## src/logic/bounds_ext_consts.vh

```
// Constants for the bounds-extension mode and branch control block
`ifndef BOUNDS_EXT_CONSTS_VH
`define BOUNDS_EXT_CONSTS_VH

// APB register byte offsets
`define OFF_CTRL 8'h00
`define OFF_UCFG_LO 8'h04
`define OFF_UCFG_HI 8'h08
`define OFF_SCFG_LO 8'h0c
`define OFF_SCFG_HI 8'h10
`define OFF_STAT_LO 8'h14
`define OFF_STAT_HI 8'h18
`define OFF_INIT_CNT 8'h1c

// Control register fields
`define CTRL_OS_SAVE_BIT 0
`define CTRL_REGS_STATE_BIT 1
`define CTRL_CSR_STATE_BIT 2
`define CTRL_CPL_LO 3
`define CTRL_CPL_HI 4

// Configuration register fields
`define CFG_ENABLE_BIT 0
`define CFG_PRESERVE_BIT 1
`define CFG_RSVD_HI 11
`define CFG_RSVD_LO 2
`define CFG_RSVD_MASK 64'h0000_0000_0000_0ffc

// Highest implemented linear address bit
`define LIN_ADDR_TOP 47

// Operating modes
`define MODE_16 2'h0
`define MODE_32 2'h1
`define MODE_64 2'h2

// Privilege level of user code
`define CPL_USER 2'h3

// Opcode bytes
`define OPC_CALL_REL 8'he8
`define OPC_JMP_REL 8'he9
`define OPC_GRP5 8'hff
`define OPC_RET_IMM 8'hc2
`define OPC_RET 8'hc3
`define OPC_ESC 8'h0f
`define OPC_JCC_SHORT_HI 4'h7
`define OPC_JCC_NEAR_HI 4'h8
`define MODRM_CALL_IND 3'h2
`define MODRM_JMP_IND 3'h4

// System management save map offset of supervisor configuration
`define SMM_CFG_OFFSET 16'h7ed0

// Reset values
`define CFG_RESET 64'h0000_0000_0000_0000
`define BND_INIT_VALUE 64'h0000_0000_0000_0000

`endif

```

## src/logic/bounds_ext_mode_branch_control.v

```verilog
// Bounds-extension mode, branch-init, status and supervisor config control
// Function
// - 64-bit mode forces 64-bit bound operands and addressing, ignoring width prefixes.
// - State save and restore move full 64-bit bound values in every mode.
// - Compatibility and legacy modes use 32-bit bound operands and addressing.
// - Outside 64-bit mode a bound register write clears its upper 32 bits.
// - Register-only forms ignore the address-size override prefix.
// - Enabled: 64-bit mode always 64-bit addressing; 32-bit mode override faults.
// - Enabled 16-bit mode: override gives 32-bit addressing, absence faults.
// - F2 on near call, return, jump and conditional jumps is the bounds prefix.
// - Far branches and short jump EB never initialise bound registers.
// - Preserve bit zero: unprefixed listed branch initialises all four bound registers.
// - Preserve bit one: unprefixed listed branch leaves bound registers unchanged.
// - Prefixed listed branch always leaves bound registers unchanged.
// - Near call is E8 and FF/2; near jump is E9 and FF/4.
// - Near return is C2, C3; conditional jumps 70-7F and 0F 80-8F.
// - Legacy bound-check fault with extension enabled zeroes the status register.
// - Enabled needs save-enable, both state bits and enable of CURRENT_PRIVILEGE_LEVEL-selected config.
// - Otherwise the legacy bound-check leaves the status register alone.
// - System-management entry saves supervisor config at 7ED0H, then clears it.
// - Return restores supervisor config, zeroing bits 11:2 and sign-extending address.
// - VM exit stores supervisor config to guest field; clears it if wipe set.
// - VM entry loads supervisor config from guest field when restore control set.
// - VM entry fails late when the guest value would fault a privileged write.
`timescale 1ns/1ps
`default_nettype none
`include "bounds_ext_consts.vh"

module bounds_ext_mode_branch_control (
    input wire i_core_clk,
    input wire i_reset_n,
    input wire i_ce,
    // APB slave
    input wire i_psel,
    input wire i_penable,
    input wire i_pwrite,
    input wire [7:0] i_paddr,
    input wire [31:0] i_pwdata,
    output reg [31:0] o_prdata,
    output reg o_pready,
    output reg o_pslverr,
    // Instruction decode request
    input wire i_dec_valid,
    input wire [1:0] i_mode,
    input wire i_is_ext_instr,
    input wire i_is_mem_form,
    input wire i_operand_width_prefix_bit,
    input wire i_addr_override,
    input wire i_is_branch,
    input wire i_repeat_not_equal_prefix,
    input wire [7:0] i_opc0,
    input wire [7:0] i_opc1,
    input wire [2:0] i_modrm_reg,
    output reg o_dec_valid,
    output reg o_opnd_64,
    output reg o_addr_64,
    output reg o_invalid_opcode_fault,
    output reg o_bound_init,
    // Bound register writes and state save/restore
    input wire i_bnd_wr,
    input wire [1:0] i_bnd_idx,
    input wire [63:0] i_bnd_wdata,
    input wire i_state_restore_instr,
    input wire i_state_save_instr,
    output reg [63:0] o_bnd_rdata,
    // Legacy bound-check fault
    input wire i_bound_range_fault,
    // System management
    input wire i_system_mgmt_interrupt,
    input wire i_system_mgmt_return,
    input wire [63:0] i_smm_restore_data,
    output reg o_smm_save_valid,
    output reg [15:0] o_smm_save_offset,
    output reg [63:0] o_smm_save_data,
    // Virtual machine transitions
    input wire i_vm_exit,
    input wire i_exit_wipe_config_control,
    input wire i_vm_entry,
    input wire i_entry_restore_config_control,
    input wire [63:0] i_guest_config,
    output reg o_guest_store_valid,
    output reg [63:0] o_guest_store_data,
    output reg o_vm_entry_fail,
    output reg o_ext_enabled
);

    reg [4:0] ctrl_q;
    reg [63:0] user_bounds_config_q;
    reg [63:0] supervisor_bounds_config_q;
    reg [63:0] bounds_fault_status_q;
    reg [31:0] init_count_q;
    reg [63:0] bound_regs_zero_to_three_q [0:3];

    wire [1:0] current_privilege_level;
    wire [63:0] active_bounds_config;
    wire ext_enabled;
    wire preserve_bounds_on_branch;
    wire near_call;
    wire near_jmp;
    wire near_ret;
    wire cond_jmp;
    wire listed_branch;
    wire do_init;
    wire addr_fault;
    wire [63:0] rsm_value;
    wire guest_bad;
    wire apb_setup;
    wire apb_access;
    wire apb_wr;
    wire [63:0] bnd_wr_value;

    // Privilege level selects user or supervisor configuration
    assign current_privilege_level = ctrl_q[`CTRL_CPL_HI:`CTRL_CPL_LO];
    assign active_bounds_config = (current_privilege_level == `CPL_USER) ? user_bounds_config_q
                                                      : supervisor_bounds_config_q;
    assign ext_enabled = ctrl_q[`CTRL_OS_SAVE_BIT] & ctrl_q[`CTRL_REGS_STATE_BIT] &
                         ctrl_q[`CTRL_CSR_STATE_BIT] &
                         active_bounds_config[`CFG_ENABLE_BIT];
    assign preserve_bounds_on_branch = active_bounds_config[`CFG_PRESERVE_BIT];

    // Near branch opcode classes; far forms and EB fall outside every class
    assign near_call = (i_opc0 == `OPC_CALL_REL) |
                       ((i_opc0 == `OPC_GRP5) & (i_modrm_reg == `MODRM_CALL_IND));
    assign near_jmp = (i_opc0 == `OPC_JMP_REL) |
                      ((i_opc0 == `OPC_GRP5) & (i_modrm_reg == `MODRM_JMP_IND));
    assign near_ret = (i_opc0 == `OPC_RET_IMM) | (i_opc0 == `OPC_RET);
    assign cond_jmp = (i_opc0[7:4] == `OPC_JCC_SHORT_HI) |
                      ((i_opc0 == `OPC_ESC) & (i_opc1[7:4] == `OPC_JCC_NEAR_HI));
    assign listed_branch = i_is_branch & (near_call | near_jmp | near_ret | cond_jmp);

    // F2 acts as the bounds prefix; a disabled extension never initialises
    assign do_init = i_dec_valid & listed_branch & ext_enabled &
                     ~i_repeat_not_equal_prefix &
                     ~preserve_bounds_on_branch;

    // Address-size override only matters for memory forms outside 64-bit mode
    assign addr_fault = i_is_ext_instr & i_is_mem_form & ext_enabled &
                        (((i_mode == `MODE_32) & i_addr_override) |
                         ((i_mode == `MODE_16) & ~i_addr_override));

    // Restore forces reserved bits low and keeps the address canonical
    assign rsm_value = {{(63 - `LIN_ADDR_TOP){i_smm_restore_data[`LIN_ADDR_TOP]}},
                        i_smm_restore_data[`LIN_ADDR_TOP:12],
                        10'h000,
                        i_smm_restore_data[1:0]};

    // Guest value that a privileged write would refuse
    assign guest_bad = ((i_guest_config & `CFG_RSVD_MASK) != 64'h0) |
                       (i_guest_config[63:`LIN_ADDR_TOP] !=
                        {(64 - `LIN_ADDR_TOP){i_guest_config[`LIN_ADDR_TOP]}});

    // Upper half dropped for writes outside 64-bit mode
    assign bnd_wr_value = (i_mode == `MODE_64) ? i_bnd_wdata
                                               : {32'h0000_0000, i_bnd_wdata[31:0]};

    // APB phases: one wait-free access cycle after setup
    assign apb_setup = i_psel & ~i_penable;
    assign apb_access = i_psel & i_penable & o_pready;
    assign apb_wr = apb_access & i_pwrite;

    // Decode results, one cycle after the request
    always @(posedge i_core_clk or negedge i_reset_n) begin
        if (!i_reset_n) begin
            o_dec_valid <= 1'b0;
            o_opnd_64 <= 1'b0;
            o_addr_64 <= 1'b0;
            o_invalid_opcode_fault <= 1'b0;
            o_bound_init <= 1'b0;
            o_ext_enabled <= 1'b0;
        end else if (i_ce) begin
            o_dec_valid <= i_dec_valid;
            o_opnd_64 <= i_dec_valid & (i_mode == `MODE_64);
            o_addr_64 <= i_dec_valid & (i_mode == `MODE_64);
            o_invalid_opcode_fault <= i_dec_valid & addr_fault;
            o_bound_init <= do_init;
            o_ext_enabled <= ext_enabled;
        end
    end

    // Four bound registers: init wins over an instruction write in the same cycle
    genvar g;
    generate
        for (g = 0; g < 4; g = g + 1) begin : g_bnd
            always @(posedge i_core_clk or negedge i_reset_n) begin
                if (!i_reset_n) begin
                    bound_regs_zero_to_three_q[g] <= `BND_INIT_VALUE;
                end else if (i_ce) begin
                    if (do_init) begin
                        bound_regs_zero_to_three_q[g] <= `BND_INIT_VALUE;
                    end else if (i_state_restore_instr && i_bnd_idx == g) begin
                        bound_regs_zero_to_three_q[g] <= i_bnd_wdata;
                    end else if (i_bnd_wr && i_bnd_idx == g) begin
                        bound_regs_zero_to_three_q[g] <= bnd_wr_value;
                    end
                end
            end
        end
    endgenerate

    // Save path always reads the full 64 bits
    always @(posedge i_core_clk or negedge i_reset_n) begin
        if (!i_reset_n) begin
            o_bnd_rdata <= 64'h0;
        end else if (i_ce && i_state_save_instr) begin
            o_bnd_rdata <= bound_regs_zero_to_three_q[i_bnd_idx];
        end
    end

    // Control and user configuration, software only
    always @(posedge i_core_clk or negedge i_reset_n) begin
        if (!i_reset_n) begin
            ctrl_q <= 5'h00;
            user_bounds_config_q <= `CFG_RESET;
        end else if (i_ce && apb_wr) begin
            case (i_paddr)
                `OFF_CTRL: ctrl_q <= i_pwdata[4:0];
                `OFF_UCFG_LO: user_bounds_config_q[31:0] <= i_pwdata & 32'hffff_f003;
                `OFF_UCFG_HI: user_bounds_config_q[63:32] <= i_pwdata;
                default: ctrl_q <= ctrl_q;
            endcase
        end
    end

    // Supervisor configuration: mode transitions take priority over software
    always @(posedge i_core_clk or negedge i_reset_n) begin
        if (!i_reset_n) begin
            supervisor_bounds_config_q <= `CFG_RESET;
        end else if (i_ce) begin
            if (i_system_mgmt_interrupt) begin
                supervisor_bounds_config_q <= `CFG_RESET;
            end else if (i_system_mgmt_return) begin
                supervisor_bounds_config_q <= rsm_value;
            end else if (i_vm_exit) begin
                if (i_exit_wipe_config_control) begin
                    supervisor_bounds_config_q <= `CFG_RESET;
                end
            end else if (i_vm_entry) begin
                if (i_entry_restore_config_control && !guest_bad) begin
                    supervisor_bounds_config_q <= i_guest_config;
                end
            end else if (apb_wr && i_paddr == `OFF_SCFG_LO) begin
                supervisor_bounds_config_q[31:0] <= i_pwdata & 32'hffff_f003;
            end else if (apb_wr && i_paddr == `OFF_SCFG_HI) begin
                supervisor_bounds_config_q[63:32] <= i_pwdata;
            end
        end
    end

    // Save outputs; old value captured in the clearing cycle
    always @(posedge i_core_clk or negedge i_reset_n) begin
        if (!i_reset_n) begin
            o_smm_save_valid <= 1'b0;
            o_smm_save_offset <= 16'h0000;
            o_smm_save_data <= 64'h0;
            o_guest_store_valid <= 1'b0;
            o_guest_store_data <= 64'h0;
            o_vm_entry_fail <= 1'b0;
        end else if (i_ce) begin
            o_smm_save_valid <= i_system_mgmt_interrupt;
            o_smm_save_offset <= `SMM_CFG_OFFSET;
            o_guest_store_valid <= i_vm_exit & ~i_system_mgmt_interrupt &
                                   ~i_system_mgmt_return;
            o_vm_entry_fail <= i_vm_entry & i_entry_restore_config_control & guest_bad &
                               ~i_system_mgmt_interrupt & ~i_system_mgmt_return &
                               ~i_vm_exit;
            if (i_system_mgmt_interrupt) begin
                o_smm_save_data <= supervisor_bounds_config_q;
            end
            if (i_vm_exit) begin
                o_guest_store_data <= supervisor_bounds_config_q;
            end
        end
    end

    // Status: hardware zeroing beats a software write in the same cycle
    always @(posedge i_core_clk or negedge i_reset_n) begin
        if (!i_reset_n) begin
            bounds_fault_status_q <= 64'h0;
        end else if (i_ce) begin
            if (i_bound_range_fault && ext_enabled) begin
                bounds_fault_status_q <= 64'h0;
            end else if (apb_wr && i_paddr == `OFF_STAT_LO) begin
                bounds_fault_status_q[31:0] <= i_pwdata;
            end else if (apb_wr && i_paddr == `OFF_STAT_HI) begin
                bounds_fault_status_q[63:32] <= i_pwdata;
            end
        end
    end

    // Count of initialising branches, visible to software
    always @(posedge i_core_clk or negedge i_reset_n) begin
        if (!i_reset_n) begin
            init_count_q <= 32'h0;
        end else if (i_ce && do_init) begin
            init_count_q <= init_count_q + 32'h1;
        end
    end

    // APB answer: data sampled at setup, ready in the access cycle
    always @(posedge i_core_clk or negedge i_reset_n) begin
        if (!i_reset_n) begin
            o_pready <= 1'b0;
            o_pslverr <= 1'b0;
            o_prdata <= 32'h0;
        end else if (i_ce) begin
            o_pready <= apb_setup;
            if (apb_setup) begin
                o_pslverr <= 1'b0;
                case (i_paddr)
                    `OFF_CTRL: o_prdata <= {27'h0, ctrl_q};
                    `OFF_UCFG_LO: o_prdata <= user_bounds_config_q[31:0];
                    `OFF_UCFG_HI: o_prdata <= user_bounds_config_q[63:32];
                    `OFF_SCFG_LO: o_prdata <= supervisor_bounds_config_q[31:0];
                    `OFF_SCFG_HI: o_prdata <= supervisor_bounds_config_q[63:32];
                    `OFF_STAT_LO: o_prdata <= bounds_fault_status_q[31:0];
                    `OFF_STAT_HI: o_prdata <= bounds_fault_status_q[63:32];
                    `OFF_INIT_CNT: o_prdata <= init_count_q;
                    default: begin
                        o_prdata <= 32'h0;
                        o_pslverr <= 1'b1;
                    end
                endcase
            end
        end
    end

endmodule
`default_nettype wire
```

## config.mk

```make
export PLATFORM = sky130hd
export DESIGN_NAME = bounds_ext_mode_branch_control
export DESIGN_NICKNAME = d
export VERILOG_FILES = /design/src/logic/bounds_ext_mode_branch_control.v
export VERILOG_INCLUDE_DIRS = /design/src /design/src/logic
export SDC_FILE = /design/constraint.sdc
export NUM_CORES = 1
export LEC_CHECK = 0
export ABC_AREA = 0
export ABC_CLOCK_PERIOD_IN_PS = 2800
export BUFFER_PORTS_ARGS = -buffer_cell sky130_fd_sc_hd__buf_2
export CAP_MARGIN = 20
export CORE_MARGIN = 4
export CORE_UTILIZATION = 56
export DETAILED_ROUTE_END_ITERATION = 8
export PLACE_DENSITY = 0.9
export SLEW_MARGIN = 20
export SYNTH_ARGS = -nofsm -noshare
export SYNTH_HDL_FRONTEND = slang
export SYNTH_SLANG_ARGS = --single-unit
```

## constraint.sdc

```tcl
create_clock -name i_core_clk -period 2.8 [get_ports i_core_clk]
set_input_delay 0.42 -clock i_core_clk [delete_from_list [all_inputs] [get_ports i_core_clk]]
set_output_delay 0.42 -clock i_core_clk [all_outputs]
set_load 0.05 [all_outputs]
```

==> metrics <==
port bufs 490; width of the die 240 um; number of global-route vias before repair 25400; worst slew pin tran 0.904 ns; Synth Register Bits 710; max-slew violations 0; Final Hold Fails 0; cell accounting for the most synthesized area dfrtp_1; Cells after Synth 2318; die area 0.0578 sq mm; vias per inst 6.87; RSZ-0062 raised after global routing false; worst-skew pair later-pin latency 0.63 ns; Initial Util 0.570; First DRT Iteration DRCs 2878; placer's final routability congestion estimate 0.926; Core Box Area 0.0531 sq mm; CP arrival 3.06 ns; Post-DRT Antenna Nets 0; post-CTS resize count 0; maxcap violations 0; GRT Resource Usage Total 0.348; # clock sinks 710; Max stage delay on crit path 0.46 ns; Final setup viols 0; Max Fclk 397 MHz; H-tree depth 3; Cell Area, Synth 0.0303 sq mm; Power Density 750 mW/mm^2; row cnt 84; CP Capture Type flip-flop; Fin Setup TNS 0 ns; CP cell instances nand4_1 > or3_1 > nor3_1 > buf_4 > nand4_2 > nor4_1 > xor2_1; Syn Area/Cell 13.1 sq um; Remaining DRCs 0; Worst setup SP type flip-flop; clk slew on worst S/H paths 0.06 ns; reg2reg setup slack 0.28 ns; sequential share of the synthesized area 0.587; post-synth top area share 0.587; nets 3087; clock buffer depth 3; Worst EP required 3.34 ns; drt wl/cell 28.5 um; initial antenna violation count 23; CTS Buf Count 73; final core utilization 0.694; Final HPWL DP 66.7 mm; Max VDD drop 0.736 mV; TritonCTS clock tree done; Final Cycle Share 0.899; Final min period 2.52 ns; Synth Warn # 0; critical path's top delay family simple AND/OR/NAND/NOR gates; Power Total 27600 uW; Root Buffer Master clkbuf_16; largest cells by area after synthesis dfrtp_1 (59%), a22o_1 (10%), mux2_2 (9.4%); pin count of the biggest net entering global routing 88; worst hold path class primary input to flip-flop; number of distinct library cells after synthesis 67; slew margin rel. 0.397; critical path's slowest cell or3_1; num ports 529; Congestion Overflow GR 0; DR pass1 iterations 6; first-pass GRT wire length 154 mm; layout overhead on the synthesized area 21.8%; Setup Skew 0.0262 ns; Buffers & Inverters on Critical Path 1; Setup WS post-layout 0.283 ns; ys flop type dfrtp_1; crit path max fanout 9; layout cells sized above 1 0.375; DP Worst Slack 0.0208 ns; FFs w/ async S/R, synth 1.00; Post-synth EDFFs 0; Die H 240 um; Routed WL 102 mm; LEAKAGE 0.0183 uW; outcome complete, no violations; vias post-DR 24600; WS Path Type flip-flop to flip-flop
through the flow:
step / cell area, sq um / hold WS, ns / std cells
after floorplan: 30300 / 0.124 / 2324
after global placement: 34200 / 0.436 / 3420
after detailed placement: 34200 / 0.438 / 3420
after CTS: 36800 / 0.0365 / 3553
after global routing: 36800 / 0.0459 / 3568
final: 36900 / 0.0619 / 3579
worst paths after layout:
path | startpoint | cells after the start | end
min in group asynchronous | i_reset_n | 2 | o_guest_store_data[60]$_DFFE_PN0P_
min | i_bnd_wdata[0] | 2 | bound_regs_zero_to_three_q[192]$_DFFE_PN0P_
max in group asynchronous | i_reset_n | 3 | o_bnd_rdata[28]$_DFFE_PN0P_
min reg2reg | o_bound_init$_DFFE_PN0P_ | 1 | o_bound_init$_DFFE_PN0P_
max | init_count_q[5]$_DFFE_PN0P_ | 7 | init_count_q[31]$_DFFE_PN0P_
max reg2reg | init_count_q[5]$_DFFE_PN0P_ | 7 | init_count_q[31]$_DFFE_PN0P_
timing repair:
| action | CTS | global route |
|---|---|---|
| hold buffers | 1 | 0 |
| endpoints found under the setup margin | 0 | 0 |
| buffers inserted | 0 | 0 |
| endpoints found under the hold margin | 54 | 0 |
cells in the final DEF (no fill, tap or decap), types with 23 or more instances in the layout:
master	count
dfrtp_1	710
buf_2	488
a22o_1	345
mux2_2	253
nand2_1	149
o21ai_0	82
buf_4	80
nand3_1	76
a21oi_1	75
clkbuf_16	75
mux4_2	64
buf_12	37
nor2_1	36
a22oi_1	34
diode_2	26
a21o_1	26
nor2b_1	25
a222oi_1	25
xnor2_1	23
cell usage after synthesis (2+ instances only):
cell,n
a21o_1,26
o21a_1,2
buf_2,30
mux2i_1,17
a222oi_1,25
nor4_1,15
nand4_1,15
a21oi_1,76
a21boi_1,2
buf_1,13
clkbuf_1,138
a221o_1,2
nor2b_1,28
nor2_1,42
or3_1,3
buf_4,17
a22oi_1,34
inv_1,11
and3_1,12
a221oi_1,15
o21ai_0,82
nand3b_1,2
o32ai_1,3
nand2_1,152
mux2_2,253
dfrtp_1,710
a22o_1,345
nor3b_1,3
o2bb2ai_1,2
and2_1,13
nand3_1,76
nor3_1,10
a31oi_1,9
or2_2,4
nand2b_1,4
and4_1,2
mux4_2,64
xnor2_1,23
xor2_1,10
layer usage:
layer | global-route usage | wire (um) | share of wire | vias to the layer above
li1 | - | - | - | 9731
met1 | 0.422 | 34700 | 0.34 | 12400
met2 | 0.546 | 47700 | 0.47 | 1935
met3 | 0.118 | 12800 | 0.13 | 515
met4 | 0.200 | 6860 | 0.067 | 12
met5 | 0 | 82 | 0.00080 | -
sequential cells by signal, summed over array words and instances, names as in the netlist, 5 cells and up:
signal,flops
bound_regs_zero_to_three_q,256
bounds_fault_status_q,64
o_bnd_rdata,64
o_guest_store_data,64
o_smm_save_data,64
supervisor_bounds_config_q,64
user_bounds_config_q,54
init_count_q,32
o_prdata,32
ctrl_q,5
final cells by class:
class | count | area [sq um]
clock inverters | 27 | 404
repair buffers | 607 | 3810
fillers | 3311 | 16200
multi-input cells | 1404 | 11700
flip-flops and latches | 710 | 17800
inverters | 12 | 45.0
clock buffers | 105 | 2160
well taps | 688 | 861
diodes | 26 | 65.1
cell families (layout without fill, tap and decap cells):
logic type	Yosys count	after routing	synth area share
compound gates	637	637	0.162
mux	334	334	0.147
fa+ha+maj	1	1	0.000413
other cells	1	33	0.000124
simple gates	392	392	0.0638
buf+inv	210	751	0.0294
xor+xnor	33	33	0.00955
flops	710	710	0.587
power breakdown:
| group | internal [uW] | switching [uW] |
|---|---|---|
| clock network | 6160 | 4230 |
| registers | 11400 | 830 |
| logic | 1770 | 3250 |
| total | 19300 | 8310 |
Power figures use the tool's default switching activity.
